$ cat config.mk
export PLATFORM = sky130hd
export DESIGN_NAME = swrc_top
export DESIGN_NICKNAME = d
export VERILOG_FILES = /design/src/core/swrc_pkg.sv /design/src/core/swrc_wdog.sv /design/src/core/swrc_top.sv
export SDC_FILE = /design/constraint.sdc
export NUM_CORES = 1
export LEC_CHECK = 0
export ABC_AREA = 0
export BUFFER_PORTS_ARGS = -buffer_cell sky130_fd_sc_hd__buf_4
export CORE_UTILIZATION = 35
export CTS_CLUSTER_DIAMETER = 120
export DETAILED_ROUTE_END_ITERATION = 8
export GPL_TIMING_DRIVEN = 0
export PLACE_DENSITY = 0.49
export SLEW_MARGIN = 30
export SYNTH_ARGS = -nofsm -noshare
export SYNTH_HDL_FRONTEND = slang
export SYNTH_SLANG_ARGS = --single-unit
export TNS_END_PERCENT = 5
$ cat constraint.sdc
create_clock -name clk -period 4.7 [get_ports clk]
set_clock_uncertainty 0.1 [all_clocks]
set_input_delay 0.47 -clock clk [delete_from_list [all_inputs] [get_ports clk]]
set_output_delay 0.47 -clock clk [all_outputs]
set_load 0.1 [all_outputs]
$ cat src/core/swrc_pkg.sv
// shared constants, types and reset tables of the sleep, watchdog and reset controller
package swrc_pkg;

	// ----------------------------------------------------------------
	// timing
	// ----------------------------------------------------------------
	localparam int CLK_HZ = 10_000_000;
	localparam int TWDT_MS = 12;
	localparam int TPOR_MS = 20;
	// least times, so round up to whole cycles
	localparam int WDT_CYC = (TWDT_MS * CLK_HZ + 999) / 1000;
	localparam int POR_CYC = (TPOR_MS * CLK_HZ + 999) / 1000;
	// the crystal is the block clock, so crystal cycles are clock cycles
	localparam int XTAL_EXTRA = 18;
	localparam int CNT_W = 24;

	// ----------------------------------------------------------------
	// opcodes seen on the opcode register
	// ----------------------------------------------------------------
	localparam logic [7:0] OP_WDT = 8'h5F;
	localparam logic [7:0] OP_WDH = 8'h4F;
	localparam logic [7:0] OP_STOP = 8'h6F;
	localparam logic [7:0] OP_HALT = 8'h7F;
	localparam logic [15:0] START_VECTOR = 16'h000C;

	// ----------------------------------------------------------------
	// register indices, byte address is four times the index
	// ----------------------------------------------------------------
	localparam logic [7:0] IX_OPCODE = 8'h00;
	localparam logic [7:0] IX_STATUS = 8'h01;
	localparam logic [7:0] IX_TIMER_MODE_CTRL = 8'hF1;
	localparam logic [7:0] IX_TIMER1_COUNT = 8'hF2;
	localparam logic [7:0] IX_TIMER1_PRESCALE = 8'hF3;
	localparam logic [7:0] IX_TIMER0_COUNT = 8'hF4;
	localparam logic [7:0] IX_TIMER0_PRESCALE = 8'hF5;
	localparam logic [7:0] IX_PORT_TWO_MODE = 8'hF6;
	localparam logic [7:0] IX_PORT_THREE_MODE = 8'hF7;
	localparam logic [7:0] IX_PORT_ZERO_ONE_MODE = 8'hF8;
	localparam logic [7:0] IX_IRQ_PRIORITY = 8'hF9;
	localparam logic [7:0] IX_IRQ_PENDING = 8'hFA;
	localparam logic [7:0] IX_IRQ_MASK = 8'hFB;
	localparam logic [7:0] IX_CPU_FLAGS = 8'hFC;
	localparam logic [7:0] IX_WORKING_BANK_POINTER = 8'hFD;
	localparam logic [7:0] IX_STACK_POINTER_LOW = 8'hFF;

	// field positions
	localparam int FLAG_Z = 6;
	localparam int FLAG_S = 5;
	localparam int FLAG_V = 4;
	localparam int IRQ_LINE_D = 3;
	localparam int IMR_GLOBAL = 7;
	localparam logic [7:0] IRQ_LINES = 8'h0F;

	localparam logic [1:0] RESP_OKAY = 2'h0;
	localparam logic [1:0] RESP_SLVERR = 2'h2;

	typedef enum logic [1:0] {M_RUN, M_HALT, M_STOP, M_RESET} swrc_mode_t;
	typedef enum logic [1:0] {C_POWER, C_WDOG, C_LOWV, C_WAKE} swrc_cause_t;
	typedef logic [15:0][7:0] swrc_regs_t;

	// bits that take a defined value on reset
	function automatic logic [7:0] swrc_rst_mask(input logic [7:0] ix);
		case (ix)
			IX_TIMER_MODE_CTRL, IX_PORT_TWO_MODE, IX_WORKING_BANK_POINTER,
			IX_STACK_POINTER_LOW: swrc_rst_mask = 8'hFF;
			IX_TIMER1_PRESCALE, IX_PORT_THREE_MODE: swrc_rst_mask = 8'h03;
			IX_TIMER0_PRESCALE: swrc_rst_mask = 8'h01;
			IX_PORT_ZERO_ONE_MODE: swrc_rst_mask = 8'h13;
			IX_IRQ_PENDING: swrc_rst_mask = 8'h3F;
			IX_IRQ_MASK: swrc_rst_mask = 8'h80;
			default: swrc_rst_mask = 8'h00;
		endcase
	endfunction : swrc_rst_mask

	function automatic logic [7:0] swrc_rst_val(input logic [7:0] ix);
		case (ix)
			IX_PORT_TWO_MODE: swrc_rst_val = 8'hFF;
			IX_PORT_ZERO_ONE_MODE: swrc_rst_val = 8'h01;
			default: swrc_rst_val = 8'h00;
		endcase
	endfunction : swrc_rst_val

	function automatic logic swrc_is_port_mode(input logic [7:0] ix);
		swrc_is_port_mode = (ix == IX_PORT_TWO_MODE) || (ix == IX_PORT_THREE_MODE) ||
			(ix == IX_PORT_ZERO_ONE_MODE);
	endfunction : swrc_is_port_mode

	// ----------------------------------------------------------------
	// bus decode helpers
	// ----------------------------------------------------------------
	function automatic logic [7:0] swrc_idx(input logic [11:0] addr);
		swrc_idx = addr[9:2];
	endfunction : swrc_idx

	function automatic logic swrc_mapped(input logic [11:0] addr);
		logic [7:0] ix;
		ix = addr[9:2];
		swrc_mapped = (addr[11:10] == 2'h0) && (ix == IX_OPCODE || ix == IX_STATUS ||
			(ix >= IX_TIMER_MODE_CTRL && ix != 8'hFE));
	endfunction : swrc_mapped

endpackage : swrc_pkg

$ cat src/core/swrc_wdog.sv
// watchdog counter with software, halt-keepalive and permanent enables
`timescale 1ns/1ps
module swrc_wdog import swrc_pkg::*; #(
	parameter int WDT_CYCLES = WDT_CYC
) (
	input wire logic clk,
	input wire logic rst_b,
	input wire logic sys_clear,
	input wire logic perm_opt,
	input wire logic op_wdt,
	input wire logic op_wdh,
	input wire logic in_halt,
	input wire logic in_stop,
	output logic timeout,
	output logic enabled,
	output logic halt_run
);

	typedef struct packed {
		logic en;
		logic hrun;
		logic tout;
		logic [CNT_W-1:0] cnt;
	} swrc_wd_t;

	swrc_wd_t s;
	swrc_wd_t next_s;
	logic run;

	// ----------------------------------------------------------------
	// next state
	// ----------------------------------------------------------------
	always_comb begin
		next_s = s;
		next_s.tout = 1'b0;
		run = 1'b0;
		if (sys_clear) begin
			next_s.en = perm_opt;
			next_s.hrun = 1'b0;
			next_s.cnt = '0;
		end else begin
			if (op_wdt) begin
				next_s.en = 1'b1;
				next_s.cnt = '0;
			end
			if (op_wdh && s.en) begin
				next_s.hrun = 1'b1;
			end
			if (perm_opt) begin
				next_s.en = 1'b1;
			end
			// software dog pauses in stop, and in halt unless kept alive
			run = s.en && (perm_opt || (!in_stop && (!in_halt || s.hrun)));
			if (run && !op_wdt) begin
				if (s.cnt == CNT_W'(WDT_CYCLES - 1)) begin
					next_s.tout = 1'b1;
					next_s.cnt = '0;
				end else begin
					next_s.cnt = s.cnt + 1'b1;
				end
			end
		end
	end

	// ----------------------------------------------------------------
	// state register
	// ----------------------------------------------------------------
	always_ff @(posedge clk or negedge rst_b) begin
		if (!rst_b) begin
			s <= '0;
		end else begin
			s <= next_s;
		end
	end

	assign timeout = s.tout;
	assign enabled = s.en;
	assign halt_run = s.hrun;

	// once on, only a reset turns the dog off
	chk_wdt_stays_on: assert property (@(posedge clk) disable iff (!rst_b)
		s.en && !sys_clear |=> s.en) else $error("watchdog dropped while enabled");

endmodule : swrc_wdog

$ cat src/core/swrc_top.sv
// sleep modes, watchdog and reset control with an AXI4-Lite register slave
//
// What this block does
// - reset clears low six pending bits, line d rising
// - wake-pin stop recovery keeps port mode registers
// - other resets restore port mode defaults
// - halt gates cpu clock, oscillator and timers run
// - halt ends only on enabled pending interrupt or a reset
// - after service, resume past the halt
// - stop kills internal clock and oscillator
// - low wake pin resets; start at 000C
// - wake pin sensed even when driven output
// - first watchdog op enables, later ones clear
// - enabled watchdog cannot be stopped
// - timeout gives power-on delay plus 18 cycles
// - watchdog op sets zero, clears sign, overflow
// - software watchdog pauses in stop
// - halt keepalive op keeps dog counting in halt
// - keepalive op ignored until watchdog enabled
// - permanent option: always on, runs everywhere
// - low supply detector forces reset
// - reduced emission: clocks equal oscillator
// - latch disable option turns all latches off
// - test disable option refuses programming modes
// - standard mode: clocks are oscillator over two
// - watchdog timeout at least 12 ms
//
// The AXI4-Lite slave port was decided locally.
`timescale 1ns/1ps
module swrc_top import swrc_pkg::*; #(
	parameter int POR_CYCLES = POR_CYC,
	parameter int WDT_CYCLES = WDT_CYC
) (
	input wire logic clk,
	input wire logic rst_b,
	input wire logic [11:0] s_axi_awaddr,
	input wire logic s_axi_awvalid,
	output logic s_axi_awready,
	input wire logic [31:0] s_axi_wdata,
	input wire logic [3:0] s_axi_wstrb,
	input wire logic s_axi_wvalid,
	output logic s_axi_wready,
	output logic [1:0] s_axi_bresp,
	output logic s_axi_bvalid,
	input wire logic s_axi_bready,
	input wire logic [11:0] s_axi_araddr,
	input wire logic s_axi_arvalid,
	output logic s_axi_arready,
	output logic [31:0] s_axi_rdata,
	output logic [1:0] s_axi_rresp,
	output logic s_axi_rvalid,
	input wire logic s_axi_rready,
	input wire logic [3:0] ext_int_lines,
	input wire logic stop_wake_pin,
	input wire logic low_voltage_det,
	input wire logic opt_reduced_emission,
	input wire logic opt_auto_latch_dis,
	input wire logic opt_perm_wdog,
	input wire logic opt_test_dis,
	input wire logic program_mode_select,
	output logic cpu_clk_en,
	output logic osc_en,
	output logic sys_tick,
	output logic timer_clock,
	output logic sys_reset,
	output logic halt_resume,
	output logic [15:0] start_vector,
	output logic auto_latch_en,
	output logic prog_mode_grant,
	output logic watchdog_on
);

	typedef struct packed {
		swrc_mode_t mode;
		swrc_cause_t cause;
		logic [CNT_W-1:0] rcnt;
		swrc_regs_t regs;
		logic [3:0] prev_lines;
		logic div;
		logic [11:0] waddr;
		logic [7:0] wbyte;
		logic wlow;
		logic aw_ok;
		logic w_ok;
		logic awready;
		logic wready;
		logic bvalid;
		logic [1:0] bresp;
		logic arready;
		logic rvalid;
		logic [1:0] rresp;
		logic [7:0] rbyte;
		logic cpu_clk_en;
		logic osc_en;
		logic sys_tick;
		logic timer_clock;
		logic sys_reset;
		logic halt_resume;
		logic [15:0] start_vector;
		logic auto_latch_en;
		logic prog_grant;
	} swrc_state_t;

	swrc_state_t s;
	swrc_state_t next_s;
	logic op_wdt;
	logic op_wdh;
	logic wd_tout;
	logic wd_en;
	logic wd_hrun;
	logic [3:0] edges;
	logic [7:0] ix;
	logic [7:0] rx;
	logic [7:0] live_irq;
	logic [CNT_W-1:0] rlim;
	logic tick;

	// ----------------------------------------------------------------
	// watchdog
	// ----------------------------------------------------------------
	swrc_wdog #(.WDT_CYCLES(WDT_CYCLES)) u_wdog (
		.clk(clk),
		.rst_b(rst_b),
		.sys_clear(s.mode == M_RESET),
		.perm_opt(opt_perm_wdog),
		.op_wdt(op_wdt),
		.op_wdh(op_wdh),
		.in_halt(s.mode == M_HALT),
		.in_stop(s.mode == M_STOP),
		.timeout(wd_tout),
		.enabled(wd_en),
		.halt_run(wd_hrun)
	);

	// ----------------------------------------------------------------
	// next state: bus, interrupt edges, mode sequencer, clock enables
	// ----------------------------------------------------------------
	always_comb begin
		next_s = s;
		next_s.halt_resume = 1'b0;
		op_wdt = 1'b0;
		op_wdh = 1'b0;
		ix = swrc_idx(s.waddr);
		rx = swrc_idx(s_axi_araddr);
		// bus write: address and data may arrive in either order
		if (s_axi_awvalid && s.awready) begin
			next_s.aw_ok = 1'b1;
			next_s.waddr = s_axi_awaddr;
		end
		if (s_axi_wvalid && s.wready) begin
			next_s.w_ok = 1'b1;
			next_s.wbyte = s_axi_wdata[7:0];
			next_s.wlow = s_axi_wstrb[0];
		end
		if (s.bvalid && s_axi_bready) begin
			next_s.bvalid = 1'b0;
		end
		if (s.aw_ok && s.w_ok && !s.bvalid) begin
			next_s.aw_ok = 1'b0;
			next_s.w_ok = 1'b0;
			next_s.bvalid = 1'b1;
			next_s.bresp = swrc_mapped(s.waddr) ? RESP_OKAY : RESP_SLVERR;
			// writes during reset are dropped, the defaults must win
			if (swrc_mapped(s.waddr) && s.wlow && s.mode != M_RESET) begin
				if (ix == IX_OPCODE) begin
					if (s.mode == M_RUN) begin
						case (s.wbyte)
							OP_WDT: begin
								op_wdt = 1'b1;
								next_s.regs[IX_CPU_FLAGS[3:0]][FLAG_Z] = 1'b1;
								next_s.regs[IX_CPU_FLAGS[3:0]][FLAG_S] = 1'b0;
								next_s.regs[IX_CPU_FLAGS[3:0]][FLAG_V] = 1'b0;
							end
							OP_WDH: op_wdh = 1'b1;
							OP_STOP: next_s.mode = M_STOP;
							OP_HALT: next_s.mode = M_HALT;
							default: ;
						endcase
					end
				end else if (ix != IX_STATUS) begin
					next_s.regs[ix[3:0]] = s.wbyte;
				end
			end
		end
		// bus read; write-only registers read as zero
		if (s.rvalid && s_axi_rready) begin
			next_s.rvalid = 1'b0;
		end
		if (s_axi_arvalid && s.arready) begin
			next_s.rvalid = 1'b1;
			next_s.rresp = swrc_mapped(s_axi_araddr) ? RESP_OKAY : RESP_SLVERR;
			next_s.rbyte = 8'h00;
			if (swrc_mapped(s_axi_araddr)) begin
				case (rx)
					IX_STATUS: next_s.rbyte = {2'h0, s.cause, wd_hrun, wd_en, s.mode};
					IX_OPCODE, IX_TIMER1_PRESCALE, IX_TIMER0_PRESCALE, IX_PORT_TWO_MODE,
					IX_PORT_THREE_MODE, IX_PORT_ZERO_ONE_MODE, IX_IRQ_PRIORITY: ;
					default: next_s.rbyte = s.regs[rx[3:0]];
				endcase
			end
		end
		// lines a..c request on falling edges, line d on rising
		edges = ~ext_int_lines & s.prev_lines;
		edges[IRQ_LINE_D] = ext_int_lines[IRQ_LINE_D] & ~s.prev_lines[IRQ_LINE_D];
		next_s.prev_lines = ext_int_lines;
		// a hardware set lands after the software write, so the set wins
		next_s.regs[IX_IRQ_PENDING[3:0]] = next_s.regs[IX_IRQ_PENDING[3:0]] | {4'h0, edges};
		live_irq = s.regs[IX_IRQ_PENDING[3:0]] & s.regs[IX_IRQ_MASK[3:0]] & IRQ_LINES;
		// reset length follows the cause
		case (s.cause)
			C_WAKE: rlim = CNT_W'(XTAL_EXTRA);
			C_WDOG: rlim = CNT_W'(POR_CYCLES + XTAL_EXTRA);
			default: rlim = CNT_W'(POR_CYCLES);
		endcase
		// mode sequencer
		case (s.mode)
			M_RESET: begin
				if (s.rcnt >= rlim - 1'b1) begin
					next_s.mode = M_RUN;
					next_s.rcnt = '0;
					next_s.start_vector = START_VECTOR;
				end else begin
					next_s.rcnt = s.rcnt + 1'b1;
				end
			end
			M_HALT: begin
				// only an enabled request wakes, the cpu then services it
				if (s.regs[IX_IRQ_MASK[3:0]][IMR_GLOBAL] && live_irq != 8'h00) begin
					next_s.mode = M_RUN;
					next_s.halt_resume = 1'b1;
				end
			end
			M_STOP: begin
				// pin sensed raw, whatever its port direction
				if (!stop_wake_pin) begin
					next_s.mode = M_RESET;
					next_s.cause = C_WAKE;
					next_s.rcnt = '0;
				end
			end
			M_RUN: ;
			default: next_s.mode = M_RESET;
		endcase
		if (wd_tout) begin
			next_s.mode = M_RESET;
			next_s.cause = C_WDOG;
			next_s.rcnt = '0;
		end
		// supply below threshold holds reset and restarts its delay
		if (low_voltage_det) begin
			next_s.mode = M_RESET;
			next_s.cause = C_LOWV;
			next_s.rcnt = '0;
		end
		// defaults are driven every reset cycle so late edges cannot stick
		if (s.mode == M_RESET) begin
			for (int i = 0; i < 16; i++) begin
				if (!(s.cause == C_WAKE && swrc_is_port_mode(8'hF0 | 8'(i)))) begin
					next_s.regs[i] = (s.regs[i] & ~swrc_rst_mask(8'hF0 | 8'(i))) |
						swrc_rst_val(8'hF0 | 8'(i));
				end
			end
		end
		// clock enables: divider stops with the oscillator
		next_s.div = (next_s.mode == M_STOP) ? 1'b0 : ~s.div;
		tick = opt_reduced_emission ? 1'b1 : ~s.div;
		next_s.cpu_clk_en = (next_s.mode == M_RUN);
		next_s.osc_en = (next_s.mode != M_STOP);
		next_s.sys_tick = (next_s.mode == M_RUN) && tick;
		next_s.timer_clock = (next_s.mode == M_RUN || next_s.mode == M_HALT) && tick;
		next_s.sys_reset = (next_s.mode == M_RESET);
		next_s.auto_latch_en = !opt_auto_latch_dis;
		next_s.prog_grant = program_mode_select && !opt_test_dis;
		next_s.awready = !next_s.aw_ok && !next_s.bvalid;
		next_s.wready = !next_s.w_ok && !next_s.bvalid;
		next_s.arready = !next_s.rvalid;
	end

	// ----------------------------------------------------------------
	// state register, power-on enters the reset sequence
	// ----------------------------------------------------------------
	always_ff @(posedge clk or negedge rst_b) begin
		if (!rst_b) begin
			s <= '0;
			s.mode <= M_RESET;
			s.cause <= C_POWER;
			s.sys_reset <= 1'b1;
			s.osc_en <= 1'b1;
		end else begin
			s <= next_s;
		end
	end

	assign s_axi_awready = s.awready;
	assign s_axi_wready = s.wready;
	assign s_axi_bvalid = s.bvalid;
	assign s_axi_bresp = s.bresp;
	assign s_axi_arready = s.arready;
	assign s_axi_rvalid = s.rvalid;
	assign s_axi_rresp = s.rresp;
	assign s_axi_rdata = {24'h000000, s.rbyte};
	assign cpu_clk_en = s.cpu_clk_en;
	assign osc_en = s.osc_en;
	assign sys_tick = s.sys_tick;
	assign timer_clock = s.timer_clock;
	assign sys_reset = s.sys_reset;
	assign halt_resume = s.halt_resume;
	assign start_vector = s.start_vector;
	assign auto_latch_en = s.auto_latch_en;
	assign prog_mode_grant = s.prog_grant;
	assign watchdog_on = wd_en;

	// ----------------------------------------------------------------
	// checks
	// ----------------------------------------------------------------
	chk_irq_reset_clear: assert property (@(posedge clk) disable iff (!rst_b)
		s.mode == M_RESET && $past(s.mode) == M_RESET |->
		s.regs[IX_IRQ_PENDING[3:0]][5:0] == 6'h00) else $error("pending not cleared");
	chk_port_keep_wake: assert property (@(posedge clk) disable iff (!rst_b)
		s.mode == M_RESET && s.cause == C_WAKE |=> $stable(s.regs[IX_PORT_TWO_MODE[3:0]]))
		else $error("port mode changed on wake");
	chk_port_default: assert property (@(posedge clk) disable iff (!rst_b)
		s.mode == M_RESET && s.cause != C_WAKE |=> s.regs[IX_PORT_TWO_MODE[3:0]] == 8'hFF)
		else $error("port two mode not all inputs");
	chk_halt_clocks: assert property (@(posedge clk) disable iff (!rst_b)
		s.mode == M_HALT |-> !cpu_clk_en && osc_en) else $error("halt clock gating wrong");
	chk_stop_clocks: assert property (@(posedge clk) disable iff (!rst_b)
		s.mode == M_STOP |-> !osc_en && !cpu_clk_en) else $error("stop left clocks on");
	chk_halt_hold: assert property (@(posedge clk) disable iff (!rst_b)
		s.mode == M_HALT && live_irq == 8'h00 && !wd_tout && !low_voltage_det |=>
		s.mode == M_HALT) else $error("halt left without request");
	chk_wake_reset: assert property (@(posedge clk) disable iff (!rst_b)
		s.mode == M_STOP && !stop_wake_pin && !wd_tout && !low_voltage_det |=>
		s.mode == M_RESET ##[1:30] start_vector == START_VECTOR && s.mode == M_RUN)
		else $error("wake pin did not recover");
	chk_emission_tick: assert property (@(posedge clk) disable iff (!rst_b)
		opt_reduced_emission && $past(opt_reduced_emission) && cpu_clk_en |-> sys_tick)
		else $error("reduced emission clock divided");
	chk_lowv_reset: assert property (@(posedge clk) disable iff (!rst_b)
		low_voltage_det |=> sys_reset [*2]) else $error("low supply without reset");

endmodule : swrc_top

==> flow_summary.toml <==
[logic_synthesis]
synthArstFlopShare_pct = 100
synth_edf_count = 0
yosysSeqAreaShare_pct = 51.0
synthMuxAreaShare_pct = 14.9
synth_area_um2 = 11400
synthXorXnorAreaFrac_pct = 0.842
ys_warn_count = 0
synth_cells = 1041
synth_top_family_by_area = "simple AND/OR/NAND/NOR gates"
synthSimpleGateAreaFrac_pct = 14.9
syn_area_per_cell_um2 = 11.0
ys_seq_elements = 233
yosysUniqueCellTypes = 64
synth_compound_area_share_pct = 10.4
yosys.area_share.adder_pct = 1.53
synthFlopType = "dfrtp_1"

[timing]
drv_slew = 0
rsz0062_at_grt = "false"
slew_headroom_pct = 38.0
post-route-min-period_ns = 3.32
setup_viol = 0
hold_viol = 0
fin_tns_setup_ns = 0
fmax_mhz = 301
fin_crit_sh_pct = 70.7
worst_pin_slew_ns = 0.931

[grt]
grtUsageMet2_pct = 29.2
grt_pass1_wl_mm = 49.5
grtUsageMet3_pct = 2.82
grt_max_degree = 78
track_usage_pct = 19.1
grt_pass1_vias = 8302
use_met1_pct = 28.6
grt.overflow.total = 0
top_usage_layer = "met2"
antenna_found_initial = 0

[run_status]
outcome = "completed"

[run]
max_cap_violations = 0

[pwr]
p_per_area_nw_per_um2 = 390
leakage_nw = 6.20
peakVddDrop_v = 0.000375
power_w = 0.00537

[cells_and_area]
regArea_um2 = 5840
multi_input_area_um2 = 5040
final_common_cell = "dfrtp_1"
diodes = 0
utilization_pct = 43.2
final_cell_mix = "229 x dfrtp_1, 121 x buf_4, 102 x nand2_1"
final.fill_count = 3123
syn_to_final_growth_pct = 20.2
final_cell_area_um2 = 13800
fin_nets = 1284
drive_above_1_share_pct = 24.6
fin_cells = 1648

[floorplanning]
rows = 65
start_util_pct = 35.9
dieHeight_um = 183
die_area_um2 = 33400
coreArea_um2 = 31900
io_pins = 144
die_w_um = 183

[setup_path]
startpoint_type = "flip-flop"
max_stage_delay_ns = 0.84
r2r-start = "s_axi_bvalid"
crit_chain = "and3b_1, clkbuf_1, nand3_1, nor4_2, nand3_1, clkbuf_1, nand2_1, o21ai_0"
cp.arrival_ns = 3.63
slowest_stage = "nor4_2"
worstPathMaxFanout = 10
crit_type = "flip-flop to flip-flop"
r2r_setup_slack_ns = 1.38
critPathLaunch = "s_axi_bvalid"
end_kind = "flip-flop"
cp_data_required_time_ns = 5.01

[route]
routed_wl_mm = 31.0
vias = 8339
wl_per_cell_um = 18.8
drt-initial-drc-count = 464
postRouteAntennaNets = 0
vias_per_cell = 5.06
drtPass1Iterations = 4
drcViolationCount = 0

[clock_tree]
tritoncts = "built"
clkLatencyLatePin_ns = 0.55
cts_root_buffer = "clkbuf_16"
clk_pin_slew_worst_paths_ns = 0.06
clkSinkCount = 233
cts_max_level = 1
cts_buffers = 28
clock_path_buffers = 3

[min_path]
min_from = "program_mode_select"
min_path_type = "input port to flip-flop"

[place]
place_inst = 1589
port_buffers = 70
placed_cell_area_um2 = 12800
finalWeightedCongestion = 0.804
place_hpwl_mm = 22.0
[cells by family after synthesis]
| family | Yosys count |
|---|---|
| flip-flops | 233 |
| adder cells (fa/ha/maj) | 14 |
| other | 2 |
| buffers and inverters | 143 |
| multiplexers | 113 |
| AO/OA/AOI/OAI | 190 |
| XOR/XNOR | 11 |
| AND/OR/NAND/NOR | 335 |
[repair_timing]
action	4_1_cts	5_1_grt
endpoints found under the hold margin	32	0
buffers inserted	0	0
hold buffers	8	0
resized for setup	0	0
[worst max-delay path, delay by kind of cell, from the launching register on]
family / cells / cell delay, ns
compound gates: 1 / 0.08
buf+inv: 2 / 0.58
flops: 1 / 0.39
simple gates: 5 / 2.04
[report_power, final]
group	leakage, nW	internal [W]	switching (W)
Sequential	3.11	0.00213	0.000119
Combinational	2.64	0.000285	0.000731
Clock	0.450	0.00124	0.000868
[through the flow]
step                hold slack [ns]  setup slack (ns)
floorplan                    0.0744              1.73
global placement              0.334              1.07
detailed placement            0.238              1.39
CTS                          0.0203              1.39
global route                 0.0211              1.17
finish                       0.0428              1.38
[registers in the layout, indices dropped and copies added, names as in the netlist]
signal,flops
start_vector,1
s_axi_bresp,1
s_axi_awready,1
halt_resume,1
s_axi_rvalid,1
ix,8
sys_reset,1
s_axi_rdata,8
u_wdog.halt_run,1
cpu_clk_en,1
osc_en,1
u_wdog.timeout,1
sys_tick,1
s_axi_bvalid,1
u_wdog.enabled,1
prog_mode_grant,1
timer_clock,1
u_wdog.s,24
s,174
s_axi_wready,1
s_axi_rresp,1
s_axi_arready,1
auto_latch_en,1
[routing by layer]
metal / wire (um) / vias to the layer above
met2: 13800 / 198
met5: 0 / -
met4: 453 / 0
li1: - / 3966
met1: 15400 / 4143
met3: 1360 / 32
[synthesized netlist by cell type (3+ instances only)]
| master | instances | area [um2] |
|---|---|---|
| a21boi_0 | 3 | 22.5 |
| a21oi_1 | 38 | 190 |
| a22o_1 | 19 | 166 |
| a22oi_1 | 8 | 60.1 |
| a31oi_1 | 15 | 93.8 |
| a41oi_1 | 5 | 43.8 |
| and2_1 | 8 | 50.1 |
| and3_1 | 12 | 75.1 |
| and4_1 | 9 | 78.8 |
| buf_1 | 5 | 18.8 |
| buf_2 | 8 | 40.0 |
| buf_4 | 52 | 390 |
| clkbuf_1 | 53 | 199 |
| dfrtp_1 | 229 | 5730 |
| dfstp_2 | 4 | 105 |
| ha_1 | 14 | 175 |
| inv_1 | 25 | 93.8 |
| mux2_2 | 55 | 619 |
| mux2i_1 | 18 | 180 |
| mux4_2 | 40 | 901 |
| nand2_1 | 102 | 383 |
| nand2b_1 | 14 | 87.6 |
| nand3_1 | 48 | 240 |
| nand4_1 | 16 | 100 |
| nor2_1 | 55 | 206 |
| nor2b_1 | 10 | 62.6 |
| nor3_1 | 15 | 75.1 |
| nor3b_1 | 4 | 30.0 |
| nor4_1 | 6 | 37.5 |
| o211ai_1 | 4 | 30.0 |
| o21a_1 | 3 | 22.5 |
| o21ai_0 | 66 | 330 |
| o21ai_1 | 12 | 60.1 |
| or2_2 | 3 | 18.8 |
| or3_1 | 16 | 100 |
| or4_1 | 5 | 37.5 |
| xnor2_1 | 5 | 43.8 |
| xor2_1 | 6 | 52.6 |
[final timing paths]
| path | endpoint | cells after the start |
|---|---|---|
| worst max register to register | s[148] | 8 |
| worst min register to register | s[182] | 1 |
| worst min-delay path | prog_mode_grant | 2 |
| min in group asynchronous | prog_mode_grant | 2 |
| worst max-delay path | s[148] | 8 |
| max in group asynchronous | s_axi_rresp[1] | 4 |
[final cells by class]
type	instances	area share [%]
Sequential cell	233	42.4
Multi-Input combinational cell	705	36.6
Clock buffer	39	5.83
Timing Repair Buffer	81	5.06
Buffer	118	4.75
Tap cell	435	3.96
Clock inverter	12	0.718
Inverter	25	0.682
No activity file was read; power rests on OpenSTA's default activity.
